==> config.mk <==
export PLATFORM = sky130hd
export DESIGN_NAME = debug_port_mode_select
export DESIGN_NICKNAME = d
export VERILOG_FILES = /design/src/hw/debug_port_mode_select.v
export VERILOG_INCLUDE_DIRS = /design/src /design/src/hw
export SDC_FILE = /design/constraint.sdc
export NUM_CORES = 1
export LEC_CHECK = 0
export BUFFER_PORTS_ARGS = -buffer_cell sky130_fd_sc_hd__buf_2
export CORE_ASPECT_RATIO = 0.5
export CORE_UTILIZATION = 45
export CTS_CLUSTER_DIAMETER = 80
export DETAILED_ROUTE_END_ITERATION = 7
export GPL_TIMING_DRIVEN = 0
export PLACE_DENSITY = 0.74
export SLEW_MARGIN = 20
export SYNTH_ARGS = -nofsm -noshare
export SYNTH_HDL_FRONTEND = slang
export SYNTH_SLANG_ARGS = --single-unit
==> constraint.sdc <==
create_clock -name clk -period 1.75 [get_ports clk]
set_input_delay 0.175 -clock clk [delete_from_list [all_inputs] [get_ports clk]]
set_output_delay 0.175 -clock clk [all_outputs]
set_load 0.005 [all_outputs]
==> src/hw/debug_port_defs.vh <==
// Purpose: constants for the debug port mode select block
// Assumes: core clock 125 MHz
// Notes: mode codes are {test_reset, emul_pin_one, emul_pin_zero} decoded
//
// Overview of operation
// - mode is chosen from test-reset and both emulation pin levels at power-up
// - chosen mode is active as soon as power-up reset releases
// - each test-reset rising edge latches emulate mode whatever the emulation pins read
// - decode: 00 slave, 01 test, 10 wait-in-reset, 11 normal; test-reset high emulates
// - slave mode disables processor and memory sections
// - wait-in-reset holds core reset until an external release
// - undriven pins default to test-reset low and emulation pins high
// - link is five scan signals plus two bidirectional emulation pins
// - halt on breakpoint, bus compare match, attention request, single step
// - report system reset, test reset, powerdown, missing clock or ready
// - report global interrupt enable and reason debug access is blocked
// - cycle counter covers three hours at 100 MHz without wrapping
// - memory and register access requests pass while the program runs
// - stop-mode halt ignores all interrupts including nmi and reset
`ifndef DEBUG_PORT_DEFS_VH
`define DEBUG_PORT_DEFS_VH
`define MODE_W          3
`define MODE_SLAVE      3'h0
`define MODE_TEST       3'h1
`define MODE_WAIT_RST   3'h2
`define MODE_NORMAL     3'h3
`define MODE_EMULATE    3'h4
// 3 h * 100 MHz = 1.08e12 cycles, needs 40 bits
`define CYC_CNT_W       40
`define STAT_W          8
`define ST_SYS_RST      0
`define ST_TEST_RST     1
`define ST_PWR_DOWN     2
`define ST_NO_CLK       3
`define ST_NO_READY     4
`define ST_INT_EN       5
`define ST_BLK_RUN      6
`define ST_BLK_DBGM     7
`endif

==> src/hw/debug_port_mode_select.v <==
// Purpose: debug port front end: mode decode and latch, break and status logic
// Assumes: scan clock and pins sampled by clk through two flops
// Notes: no software registers; controls are plain ports
//        the pin chain keeps sampling through reset so the boot decode is valid
//        on the first edge after release
`include "debug_port_defs.vh"
`timescale 1ns/1ps
`default_nettype none
module debug_port_mode_select (
    input  wire                    clk,
    input  wire                    sys_rst,
    input  wire                    test_reset,
    input  wire                    test_clock,
    input  wire                    test_mode_sel,
    input  wire                    test_data_in,
    output reg                     test_data_out,
    output reg                     test_clock_return,
    output reg                     presence_detect,
    input  wire                    emul_pin_zero_in,
    output reg                     emul_pin_zero_out,
    output reg                     emul_pin_zero_oe,
    input  wire                    emul_pin_one_in,
    output reg                     emul_pin_one_out,
    output reg                     emul_pin_one_oe,
    input  wire                    pin_pull_ok,
    input  wire                    core_reset_in,
    input  wire                    wait_release,
    input  wire                    sw_breakpoint,
    input  wire                    bus_match,
    input  wire                    attention_req,
    input  wire                    single_step,
    input  wire                    run_req,
    input  wire                    stop_mode,
    input  wire                    powerdown,
    input  wire                    sys_clk_alive,
    input  wire                    mem_ready_alive,
    input  wire                    global_int_en,
    input  wire                    dbgm_set,
    input  wire                    instr_done,
    input  wire                    irq_req,
    input  wire                    mem_access_req,
    output reg                     mem_access_grant,
    output reg  [`MODE_W-1:0]      op_mode,
    output reg                     core_disable,
    output reg                     core_reset_out,
    output reg                     halted,
    output reg                     irq_accept,
    output reg  [`STAT_W-1:0]      dbg_status,
    output reg  [`CYC_CNT_W-1:0]   cycle_count
);
    // ==========================================================
    // pin synchronisers
    // ==========================================================
    // bit positions inside the synchroniser word
    localparam SB_RSTIN = 0;
    localparam SB_TDI   = 1;
    localparam SB_TCK   = 3;
    localparam SB_TRST  = 4;
    localparam SB_EMUL_PIN_ZERO  = 5;
    localparam SB_EMUL_PIN_ONE  = 6;
    reg [6:0] sync_a;
    reg [6:0] sync_b;
    // no reset on purpose: the chain keeps sampling while sys_rst is high,
    // so the power-up decode sees settled pin levels, not stale defaults
    always @(posedge clk) begin
        sync_a <= {emul_pin_one_in, emul_pin_zero_in, test_reset, test_clock,
                   test_mode_sel, test_data_in, core_reset_in};
        sync_b <= sync_a;
    end
    // undriven pins fall back to defaults when pulls are not trusted
    wire s_emul_pin_one  = pin_pull_ok ? sync_b[SB_EMUL_PIN_ONE] : 1'b1;
    wire s_emul_pin_zero  = pin_pull_ok ? sync_b[SB_EMUL_PIN_ZERO] : 1'b1;
    wire s_trst  = pin_pull_ok ? sync_b[SB_TRST] : 1'b0;
    wire s_tck   = sync_b[SB_TCK];
    wire s_tdi   = sync_b[SB_TDI];
    wire s_rstin = sync_b[SB_RSTIN];

    function [`MODE_W-1:0] decode;
        input t;
        input e1;
        input e0;
        begin
            if (t) begin
                decode = `MODE_EMULATE;
            end else begin
                case ({e1, e0})
                    2'b00:   decode = `MODE_SLAVE;
                    2'b01:   decode = `MODE_TEST;
                    2'b10:   decode = `MODE_WAIT_RST;
                    default: decode = `MODE_NORMAL;
                endcase
            end
        end
    endfunction

    // ==========================================================
    // mode latch
    // ==========================================================
    reg       trst_q;
    reg       boot_done;
    reg       wait_hold;
    reg       tck_q;
    wire      trst_rise = s_trst & ~trst_q;
    wire      wait_boot = ({s_emul_pin_one, s_emul_pin_zero} == 2'b10) && !s_trst;

    // edge history of test reset and scan clock; both idle low, so the
    // reset value cannot fake an edge on the first cycle
    always @(posedge clk or posedge sys_rst) begin
        if (sys_rst) begin
            trst_q <= 1'b0;
            tck_q  <= 1'b0;
        end else begin
            trst_q <= s_trst;
            tck_q  <= s_tck;
        end
    end

    // first edge after power-up reset takes the pin mode at once; later
    // only a test reset rise moves it, so emulation pin traffic while
    // emulating never disturbs the latched mode
    always @(posedge clk or posedge sys_rst) begin
        if (sys_rst) begin
            boot_done <= 1'b0;
            op_mode   <= `MODE_NORMAL;
        end else begin
            boot_done <= 1'b1;
            if (!boot_done) begin
                op_mode <= decode(s_trst, s_emul_pin_one, s_emul_pin_zero);
            end else if (trst_rise) begin
                op_mode <= decode(1'b1, s_emul_pin_one, s_emul_pin_zero);
            end
        end
    end

    // wait-in-reset only arises at power-up; an external release ends it
    always @(posedge clk or posedge sys_rst) begin
        if (sys_rst) begin
            wait_hold <= 1'b0;
        end else if (!boot_done) begin
            wait_hold <= wait_boot;
        end else if (wait_release) begin
            wait_hold <= 1'b0;
        end
    end

    // ==========================================================
    // core control and break
    // ==========================================================
    // break causes act only in emulate mode; other boots ignore them
    wire brk = sw_breakpoint | bus_match | attention_req;
    reg  stepping;
    always @(posedge clk or posedge sys_rst) begin
        if (sys_rst) begin
            core_disable     <= 1'b0;
            core_reset_out   <= 1'b1;
            halted           <= 1'b0;
            stepping         <= 1'b0;
            irq_accept       <= 1'b0;
            mem_access_grant <= 1'b0;
            cycle_count      <= {`CYC_CNT_W{1'b0}};
        end else begin
            core_disable   <= (op_mode == `MODE_SLAVE);
            // stop-mode halt masks the reset pin as well; the boot edge keeps
            // reset up so wait mode never shows a one-cycle release
            core_reset_out <= ~boot_done | wait_hold | (s_rstin & ~(halted & stop_mode));
            if (halted) begin
                if (single_step) begin
                    halted   <= 1'b0;
                    stepping <= 1'b1;
                end else if (run_req) begin
                    halted <= 1'b0;
                end
            end else if (stepping) begin
                if (instr_done) begin
                    halted   <= 1'b1;
                    stepping <= 1'b0;
                end
            end else if (brk && op_mode == `MODE_EMULATE) begin
                halted <= 1'b1;
            end
            irq_accept       <= irq_req & ~(halted & stop_mode);
            // slave mode hands memory to the other processor, so no grant
            mem_access_grant <= mem_access_req & ~core_disable;
            // 40 bits hold three hours at 100 MHz; a wrap is not flagged
            if (!halted && !core_reset_out)
                cycle_count <= cycle_count + 1'b1;
        end
    end

    // ==========================================================
    // status and link outputs
    // ==========================================================
    always @(posedge clk or posedge sys_rst) begin
        if (sys_rst) begin
            dbg_status        <= {`STAT_W{1'b0}};
            test_data_out     <= 1'b0;
            test_clock_return <= 1'b0;
            presence_detect   <= 1'b0;
            emul_pin_zero_out <= 1'b0;
            emul_pin_zero_oe  <= 1'b0;
            emul_pin_one_out  <= 1'b0;
            emul_pin_one_oe   <= 1'b0;
        end else begin
            dbg_status[`ST_SYS_RST]  <= s_rstin;
            dbg_status[`ST_TEST_RST] <= ~s_trst;
            dbg_status[`ST_PWR_DOWN] <= powerdown;
            dbg_status[`ST_NO_CLK]   <= ~sys_clk_alive;
            dbg_status[`ST_NO_READY] <= ~mem_ready_alive;
            dbg_status[`ST_INT_EN]   <= global_int_en;
            dbg_status[`ST_BLK_RUN]  <= ~halted;
            dbg_status[`ST_BLK_DBGM] <= dbgm_set;
            // high once out of reset: tells the pod the target is powered
            presence_detect   <= 1'b1;
            test_clock_return <= s_tck;
            // simple bypass path shifted on scan clock rising edge
            if (s_tck && !tck_q)
                test_data_out <= s_tdi;
            // emulation pins are driven low for the whole halt, only when emulating
            emul_pin_zero_oe  <= (op_mode == `MODE_EMULATE);
            emul_pin_one_oe   <= (op_mode == `MODE_EMULATE);
            emul_pin_zero_out <= ~halted;
            emul_pin_one_out  <= ~halted;
        end
    end
endmodule // debug_port_mode_select
`default_nettype wire

==> impl_results.html, run 1 <==
<table>
<tr><th>Metric</th><th>Value</th></tr>
<tr><th colspan="2">CTS</th></tr>
<tr><td>Root Driver</td><td>clkbuf_16</td></tr>
<tr><td>Number of buffers between clock root and the deepest sink</td><td>2</td></tr>
<tr><td>Number of sinks handled by clock tree synthesis</td><td>75</td></tr>
<tr><td>Worst-Skew Late Latency</td><td>0.34 ns</td></tr>
<tr><td>Clock-pin slew reported for the worst setup and hold paths after clock tree synthesis</td><td>~0.06 ns</td></tr>
<tr><td>Clock buffer count from CTS</td><td>9</td></tr>
<tr><td>CTS tree</td><td>done</td></tr>
<tr><td>H-tree depth</td><td>3</td></tr>
<tr><th colspan="2">Synth</th></tr>
<tr><td>Post-synthesis instance area</td><td>approximately 2800 um2</td></tr>
<tr><td>Asr flop ratio synth</td><td>84.0%</td></tr>
<tr><td>Register area share after synthesis</td><td>64.3%</td></tr>
<tr><td>Syn Area/Cell</td><td>roughly 12 um2</td></tr>
<tr><td>Share of Yosys cell area claimed by the top area cell type</td><td>between 50% and 60%</td></tr>
<tr><td>Cells after Synth</td><td>around 230</td></tr>
<tr><td>Primary FF master, synth</td><td>dfrtp_1</td></tr>
<tr><td>Synth area leader</td><td>dfrtp_1</td></tr>
<tr><td>Syn Nets</td><td>between 200 and 300</td></tr>
<tr><td>Largest cells by area after synthesis</td><td>dfrtp_1, xnor2_1, dfxtp_1</td></tr>
<tr><td>Number of enable flip-flop cells after synthesis</td><td>0</td></tr>
<tr><td>Count of unique library cells instantiated by Yosys</td><td>35</td></tr>
<tr><td>Number of synthesis warnings</td><td>0</td></tr>
<tr><td>Flip-flop and latch count after synthesis</td><td>75</td></tr>
<tr><th colspan="2">Status</th></tr>
<tr><td>Outcome</td><td>finished, violations left</td></tr>
<tr><td>Violations in the final reports</td><td>negative setup slack</td></tr>
<tr><th colspan="2">Worst hold path</th></tr>
<tr><td>Terminating pin of the worst hold path</td><td>op_mode[0]</td></tr>
<tr><td>Number of stages on the worst hold path</td><td>2</td></tr>
<tr><td>Worst min-delay path category</td><td>in -&gt; reg</td></tr>
<tr><td>Launch instance of the worst min-delay path</td><td>pin_pull_ok</td></tr>
<tr><th colspan="2">Global route</th></tr>
<tr><td>Global-route usage over all layers</td><td>21.6%</td></tr>
<tr><td>Global-route wire length before repair</td><td>about 11000 um</td></tr>
<tr><td>Leftover overflow at the end of global routing</td><td>0</td></tr>
<tr><td>Largest net degree at the start of global routing</td><td>38</td></tr>
<tr><td>Number of antenna violations at the first check in global routing</td><td>0</td></tr>
<tr><td>Via count of the first global-routing pass</td><td>between 2000 and 2500</td></tr>
<tr><th colspan="2">Setup path</th></tr>
<tr><td>Worst EP required</td><td>between 1.5 and 2 ns</td></tr>
<tr><td>Startpoint of the lowest-slack register-to-register path</td><td>cycle_count[7]</td></tr>
<tr><td>Arrival time at the worst endpoint</td><td>~2.1 ns</td></tr>
<tr><td>Startpoint type of the worst setup path</td><td>flip-flop</td></tr>
<tr><td>Worst-path cell chain</td><td>nand4_1 &gt; or4_4 &gt; buf_4 &gt; or3_4 &gt; xnor2_1</td></tr>
<tr><td>Largest stage delay, worst path</td><td>0.58 ns</td></tr>
<tr><td>Worst Setup End Kind</td><td>flip-flop</td></tr>
<tr><td>Register-to-Register Setup Slack</td><td>-0.12 ns</td></tr>
<tr><td>Slowest cell on the critical path</td><td>or4_4</td></tr>
<tr><td>Worst reg2reg path endpoint</td><td>cycle_count[25]</td></tr>
<tr><td>Crit path buf inv count</td><td>1</td></tr>
<tr><td>Worst Path Max Fanout</td><td>3</td></tr>
<tr><td>Number of cells traversed by the worst register-to-register path</td><td>5</td></tr>
<tr><td>Dominant delay contributor by cell family on the critical path</td><td>simple AND/OR/NAND/NOR gates</td></tr>
<tr><td>Path type of the worst setup path</td><td>reg -&gt; reg</td></tr>
<tr><th colspan="2">Drt</th></tr>
<tr><td>DR pass1 iterations</td><td>4</td></tr>
<tr><td>Remaining design rule violation count</td><td>0</td></tr>
<tr><td>Vias after detailed routing</td><td>roughly 2300</td></tr>
<tr><td>Detailed Route WL</td><td>roughly 7000 um</td></tr>
<tr><td>Post-detailed-route wirelength per cell</td><td>~15 um</td></tr>
<tr><td>Detail-routed via count per cell</td><td>4.95</td></tr>
<tr><td>Number of DRC markers after the initial detailed-route iteration</td><td>79</td></tr>
<tr><td>Detail Route Antenna Nets</td><td>0</td></tr>
<tr><th colspan="2">Die</th></tr>
<tr><td>Vertical extent of the die</td><td>58.1 um</td></tr>
<tr><td>Starting utilization of the core area</td><td>between 40% and 50%</td></tr>
<tr><td>Die width</td><td>~110 um</td></tr>
<tr><td>Die Footprint</td><td>roughly 6600 um2</td></tr>
<tr><td>Site row count</td><td>19</td></tr>
<tr><td>Core Region</td><td>5780 um2</td></tr>
<tr><td>Top-level port count</td><td>88</td></tr>
<tr><th colspan="2">STA</th></tr>
<tr><td>Final critical delay including setup and external delays</td><td>between 1.5 and 2 ns</td></tr>
<tr><td>Fin worst setup slack</td><td>-0.116 ns</td></tr>
<tr><td>Hold violation count in the final report</td><td>0</td></tr>
<tr><td>Final worst-path cycle share</td><td>107%</td></tr>
<tr><td>Final TNS setup</td><td>-1.34 ns</td></tr>
<tr><td>Max-slew violation count</td><td>0</td></tr>
<tr><td>Clock skew</td><td>0.00668 ns</td></tr>
<tr><td>Highest Clock Rate</td><td>about 540 MHz</td></tr>
<tr><td>Setup repair after global routing missed its margin</td><td>yes</td></tr>
<tr><td>WHS</td><td>roughly 0.023 ns</td></tr>
<tr><td>Setup-violating endpoint count in the final report</td><td>19</td></tr>
<tr><th colspan="2">Finish</th></tr>
<tr><td>Area used by multi-input combinational logic</td><td>approximately 1100 um2</td></tr>
<tr><td>Number of antenna repair diodes</td><td>0</td></tr>
<tr><td>Count of non-filler cells in the finished layout</td><td>460</td></tr>
<tr><td>Share of layout cells above drive strength 1</td><td>between 40 and 50%</td></tr>
<tr><td>Total number of nets in the final design</td><td>between 300 and 400</td></tr>
<tr><td>Utilization of the core after routing</td><td>around three quarters</td></tr>
<tr><td>Area growth from synthesis to layout</td><td>49.7%</td></tr>
<tr><td>Register area</td><td>about 1800 um2</td></tr>
<tr><td>Fillers</td><td>395</td></tr>
<tr><td>Most frequent standard cell in the layout excluding fill and tap cells</td><td>buf_2</td></tr>
<tr><td>Most frequent cells in the layout</td><td>buf_2, dfrtp_1, buf_4</td></tr>
<tr><th colspan="2">Flow run</th></tr>
<tr><td>Max-cap viol count</td><td>0</td></tr>
<tr><th colspan="2">Placement</th></tr>
<tr><td>Count of input and output buffers</td><td>86</td></tr>
<tr><td>Routability cong.</td><td>~0.7</td></tr>
<tr><td>Pre-CTS setup slack</td><td>-0.273 ns</td></tr>
<tr><td>Number of placed cells counting well taps</td><td>400</td></tr>
<tr><td>HPWL reported at the end of detailed placement</td><td>roughly 4100 um</td></tr>
<tr><th colspan="2">Pwr</th></tr>
<tr><td>Total power per unit cell area</td><td>roughly 1100 nW/um2</td></tr>
<tr><td>Static Leak</td><td>between 2 and 2.5 nW</td></tr>
<tr><td>IR Drop Worst-Case VDD</td><td>0.874 mV</td></tr>
</table>
[metal layers]
metal / share of wire (%) / vias up / track usage, %
li1: - / 1072 / -
met3: 4.7 / 12 / 7.64
met2: 53 / 59 / 41.0
met5: 0 / - / 0
met4: 1.5 / 0 / 7.24
met1: 41 / 1132 / 22.6
[final cells by class]
| cell class | count | area share [%] |
|---|---|---|
| well taps | 84 | 2.48 |
| clock buffers | 15 | 6.79 |
| inverters | 7 | 0.679 |
| multi-input cells | 143 | 26.1 |
| repair buffers | 131 | 19.5 |
| clock inverters | 1 | 0.708 |
| plain buffers | 4 | 0.620 |
| flip-flops and latches | 75 | 43.2 |
[worst register-to-register path, delay by kind of cell, from the launching register on]
| family | cells | cell delay (ns) |
|---|---|---|
| xor+xnor | 1 | 0.12 |
| flops | 1 | 0.40 |
| buf+inv | 1 | 0.17 |
| simple gates | 3 | 1.06 |
[power by group]
part | switching (mW) | internal (mW)
registers | 0.144 | 1.89
clock network | 0.655 | 1.26
logic | 0.325 | 0.459
[cell families after synthesis]
logic type | count (synthesis) | share of synthesized area, %
AOI/OAI and AO/OA | 10 | 2.12
adders and majority gates | 1 | 0.442
other | 1 | 0.132
and+or+nand+nor | 89 | 18.0
muxes | 2 | 0.795
DFF | 75 | 64.3
buffers and inverters | 12 | 2.12
xor gates and xnor gates | 39 | 12.1
[what timing repair did]
| item | in CTS | in global routing |
|---|---|---|
| gates resized for setup | 15 | 20 |
| setup buffers | 17 | 16 |
| setup endpoints to repair | 24 | 28 |
| cloned | 0 | 1 |
| hold endpoints to repair | 34 | 0 |
| hold buffers | 12 | 0 |
| pin swaps | 10 | 8 |
[synthesized netlist by cell type, drive strengths merged, types with 2 or more instances]
| master | count |
|---|---|
| dfrtp | 60 |
| xnor2 | 29 |
| nand2 | 19 |
| nand3 | 19 |
| dfxtp | 12 |
| and3 | 10 |
| xor2 | 10 |
| nand4 | 9 |
| inv | 7 |
| nor2 | 7 |
| nor3 | 5 |
| and2 | 4 |
| buf | 4 |
| nor2b | 4 |
| o21ai | 4 |
| and4 | 3 |
| dfstp | 3 |
| a21oi | 2 |
| mux2 | 2 |
| nand4bb | 2 |
| or3 | 2 |
[per-stage QoR]
step	instance area, um2	power, mW
floorplan	2840	2.26
global placement	3380	2.46
detailed placement	3400	2.50
CTS	4030	4.63
global route	4240	4.93
finish	4240	4.73
[flip-flops by register name, indices dropped and copies added (netlist names), 3 cells and up]
signal       flops
cycle_count     40
dbg_status       8
sync_a           6
sync_b           6
op_mode          3
[how the worst max path moves through the flow]
stage                              start              end  slack, ns  cells after the start
after floorplan           cycle_count[0]  cycle_count[36]      -0.07                      7
after global placement           sys_rst  cycle_count[36]      -0.65                      2
after detailed placement          halted  cycle_count[35]      -0.27                      5
after global routing      cycle_count[3]  cycle_count[39]      -0.17                      6
after CTS                         halted  cycle_count[32]      -0.13                      7
final                     cycle_count[7]  cycle_count[25]      -0.12                      5
(Power assumes the default switching activity.)
==> inputs of run 2 (changes only) <==
--- a/config.mk
+++ b/config.mk
@@ -13,6 +13,7 @@
 export DETAILED_ROUTE_END_ITERATION = 7
 export GPL_TIMING_DRIVEN = 0
 export PLACE_DENSITY = 0.74
+export RECOVER_POWER = 100
 export SLEW_MARGIN = 20
 export SYNTH_ARGS = -nofsm -noshare
 export SYNTH_HDL_FRONTEND = slang
==> run 2 against run 1 <==
  * The run still ends with negative setup slack left
  * Clock power hardly changed
  * Sequential power hardly changed
  * Via count is 0.13% lower
  * Register-to-register slack hardly changed
  * Critical path type unchanged
  * Worst setup slack better by 0.0024 ns
  * Core utilization hardly changed
  * First-iteration DRC count is 28% lower
  * Flip-flop and latch count stayed put
  * Cell area hardly changed
  * Clock-buffer cell count stayed put
==> impl_results.html, run 2 (same netlist as run 1, synthesis figures left out) <==
<table>
<tr><th>Metric</th><th>Value</th></tr>
<tr><th colspan="2">CTS</th></tr>
<tr><td>Worst-Skew Late Latency</td><td>roughly 0.34 ns</td></tr>
<tr><td>H-tree depth</td><td>3</td></tr>
<tr><td>Number of buffers between clock root and the deepest sink</td><td>2</td></tr>
<tr><td>Number of sinks handled by clock tree synthesis</td><td>75</td></tr>
<tr><td>Clock buffer count from CTS</td><td>9</td></tr>
<tr><td>Root Driver</td><td>clkbuf_16</td></tr>
<tr><td>CTS tree</td><td>done</td></tr>
<tr><td>Clock-pin slew reported for the worst setup and hold paths after clock tree synthesis</td><td>0.06 ns</td></tr>
<tr><th colspan="2">STA</th></tr>
<tr><td>Clock skew</td><td>0.00707 ns</td></tr>
<tr><td>Max-slew violation count</td><td>0</td></tr>
<tr><td>Setup repair after global routing missed its margin</td><td>yes</td></tr>
<tr><td>Slew Limit Headroom</td><td>about 30%</td></tr>
<tr><td>Final TNS setup</td><td>-1.29 ns</td></tr>
<tr><td>Final worst-path cycle share</td><td>106%</td></tr>
<tr><td>Transition time of the tightest slew-check pin</td><td>1.05 ns</td></tr>
<tr><td>Hold violation count in the final report</td><td>0</td></tr>
<tr><td>Highest Clock Rate</td><td>about 540 MHz</td></tr>
<tr><td>Fin worst setup slack</td><td>-0.114 ns</td></tr>
<tr><td>Final critical delay including setup and external delays</td><td>1.86 ns</td></tr>
<tr><td>Setup-violating endpoint count in the final report</td><td>19</td></tr>
<tr><th colspan="2">Finish</th></tr>
<tr><td>Largest registers in the final layout</td><td>cycle_count: 40 flops, dbg_status: 8 flops</td></tr>
<tr><td>Number of antenna repair diodes</td><td>0</td></tr>
<tr><td>Fillers</td><td>396</td></tr>
<tr><td>Area used by multi-input combinational logic</td><td>1100 um2</td></tr>
<tr><td>Most frequent cells in the layout</td><td>buf_2, dfrtp_1, buf_4</td></tr>
<tr><td>Most frequent standard cell in the layout excluding fill and tap cells</td><td>buf_2</td></tr>
<tr><td>Area growth from synthesis to layout</td><td>49.6%</td></tr>
<tr><td>Largest Register</td><td>cycle_count</td></tr>
<tr><td>Utilization of the core after routing</td><td>about three quarters</td></tr>
<tr><td>Layout Cell Area excl Fill</td><td>4240 um2</td></tr>
<tr><td>Flip-flop count of the largest register, all copies and words added</td><td>40</td></tr>
<tr><td>Register area</td><td>1830 um2</td></tr>
<tr><td>Share of layout cells above drive strength 1</td><td>a little under half</td></tr>
<tr><td>Total number of nets in the final design</td><td>about 400</td></tr>
<tr><th colspan="2">Global route</th></tr>
<tr><td>Largest net degree at the start of global routing</td><td>38</td></tr>
<tr><td>Global-route wire length before repair</td><td>10600 um</td></tr>
<tr><td>Via count of the first global-routing pass</td><td>2216</td></tr>
<tr><td>Leftover overflow at the end of global routing</td><td>0</td></tr>
<tr><td>Number of antenna violations at the first check in global routing</td><td>0</td></tr>
<tr><td>Global-route usage over all layers</td><td>about 22%</td></tr>
<tr><th colspan="2">Placement</th></tr>
<tr><td>Pre-CTS setup slack</td><td>-0.273 ns</td></tr>
<tr><td>Routability cong.</td><td>about 0.7</td></tr>
<tr><td>HPWL reported at the end of detailed placement</td><td>about 4100 um</td></tr>
<tr><td>Count of input and output buffers</td><td>86</td></tr>
<tr><td>Placed Instance Area</td><td>around 3400 um2</td></tr>
<tr><th colspan="2">Setup path</th></tr>
<tr><td>Worst Setup End Kind</td><td>flip-flop</td></tr>
<tr><td>Largest stage delay, worst path</td><td>approximately 0.42 ns</td></tr>
<tr><td>Worst EP required</td><td>1.96 ns</td></tr>
<tr><td>Path type of the worst setup path</td><td>reg -&gt; reg</td></tr>
<tr><td>Worst-path cell chain</td><td>buf_6 &gt; or3b_4 &gt; nor3_4 &gt; and2_1 &gt; nand3_1 &gt; xnor2_1</td></tr>
<tr><td>Startpoint type of the worst setup path</td><td>flip-flop</td></tr>
<tr><td>Arrival time at the worst endpoint</td><td>approximately 2.1 ns</td></tr>
<tr><td>Worst Path Max Fanout</td><td>4</td></tr>
<tr><td>Register-to-Register Setup Slack</td><td>-0.11 ns</td></tr>
<tr><td>Slowest cell on the critical path</td><td>dfrtp_2</td></tr>
<tr><th colspan="2">Die</th></tr>
<tr><td>Vertical extent of the die</td><td>58.1 um</td></tr>
<tr><td>Die Footprint</td><td>about 6600 um2</td></tr>
<tr><td>Site row count</td><td>19</td></tr>
<tr><td>Top-level port count</td><td>slightly below 90</td></tr>
<tr><td>Core Region</td><td>between 5000 and 6000 um2</td></tr>
<tr><td>Starting utilization of the core area</td><td>between 40% and 50%</td></tr>
<tr><td>Die width</td><td>around 110 um</td></tr>
<tr><th colspan="2">Pwr</th></tr>
<tr><td>IR Drop Worst-Case VDD</td><td>roughly 0.9 mV</td></tr>
<tr><td>Total power per unit cell area</td><td>1120 nW/um2</td></tr>
<tr><td>Static Leak</td><td>roughly 2.2 nW</td></tr>
<tr><th colspan="2">Flow run</th></tr>
<tr><td>Max-cap viol count</td><td>0</td></tr>
<tr><th colspan="2">Drt</th></tr>
<tr><td>Detail Route Antenna Nets</td><td>0</td></tr>
<tr><td>Remaining design rule violation count</td><td>0</td></tr>
<tr><td>Post-detailed-route wirelength per cell</td><td>approximately 15 um</td></tr>
<tr><td>DR pass1 iterations</td><td>4</td></tr>
<tr><td>Number of DRC markers after the initial detailed-route iteration</td><td>57</td></tr>
<tr><td>Vias after detailed routing</td><td>2272</td></tr>
<tr><td>Detailed Route WL</td><td>6980 um</td></tr>
<tr><td>Detail-routed via count per cell</td><td>around 5</td></tr>
<tr><th colspan="2">Worst hold path</th></tr>
<tr><td>Worst min-delay path category</td><td>in -&gt; reg</td></tr>
<tr><th colspan="2">Status</th></tr>
<tr><td>Outcome</td><td>finished, violations left</td></tr>
<tr><td>Violations in the final reports</td><td>negative setup slack</td></tr>
</table>
run 2: worst max-delay path, delay by kind of cell (launching register included):
family | cells | cell delay, ns
and+or+nand+nor | 4 | 1.04
DFF | 1 | 0.42
xor gates and xnor gates | 1 | 0.15
buffers and inverters | 1 | 0.13
run 2: worst paths after layout:
kind | start | to | depth (start not counted)
worst min-delay path | pin_pull_ok | op_mode[0] | 2
worst max register to register | halted | cycle_count[16] | 6
max in group asynchronous | sys_rst | cycle_count[14] | 4
worst max-delay path | halted | cycle_count[16] | 6
worst min register to register | sync_a[0] | sync_b[0] | 0
min in group asynchronous | sys_rst | cycle_count[3] | 3
run 2: cell type report:
cell class	instances	share of cell area, %
Buffer	4	0.620
Multi-Input combinational cell	143	26.1
Clock buffer	15	6.79
Timing Repair Buffer	131	19.5
Clock inverter	1	0.709
Sequential cell	75	43.2
Tap cell	84	2.48
Inverter	7	0.620
run 2: timing repair:
action / CTS / global route
buffers inserted: 17 / 16
cloned: 0 / 1
hold endpoints to repair: 34 / 0
endpoints found under the setup margin: 24 / 28
hold buffers: 12 / 0
pin swaps: 10 / 8
resized for setup: 15 / 20
run 2: through the flow:
stage | std cells | power [mW] | hold slack, ns
final | 460 | 4.73 | 0.0227
after CTS | 445 | 4.63 | 0.0135
after detailed placement | 400 | 2.50 | 0.181
after global placement | 399 | 2.46 | 0.278
after global routing | 460 | 4.93 | 0.0399
after floorplan | 229 | 2.26 | 0.203
run 2: power by group:
part	internal (mW)	total, mW	switching, mW	leakage (nW)
Sequential	1.89	2.03	0.143	0.913
Combinational	0.459	0.782	0.323	1.09
Clock	1.26	1.92	0.659	0.156
Total	3.61	4.73	1.13	2.16
run 2: metal layers:
layer	GRT usage, %	vias up	wire [um]
li1	-	1072	-
met1	22.6	1134	2790
met2	41.0	58	3760
met3	7.64	8	358
met4	7.24	0	76
met5	0	-	0
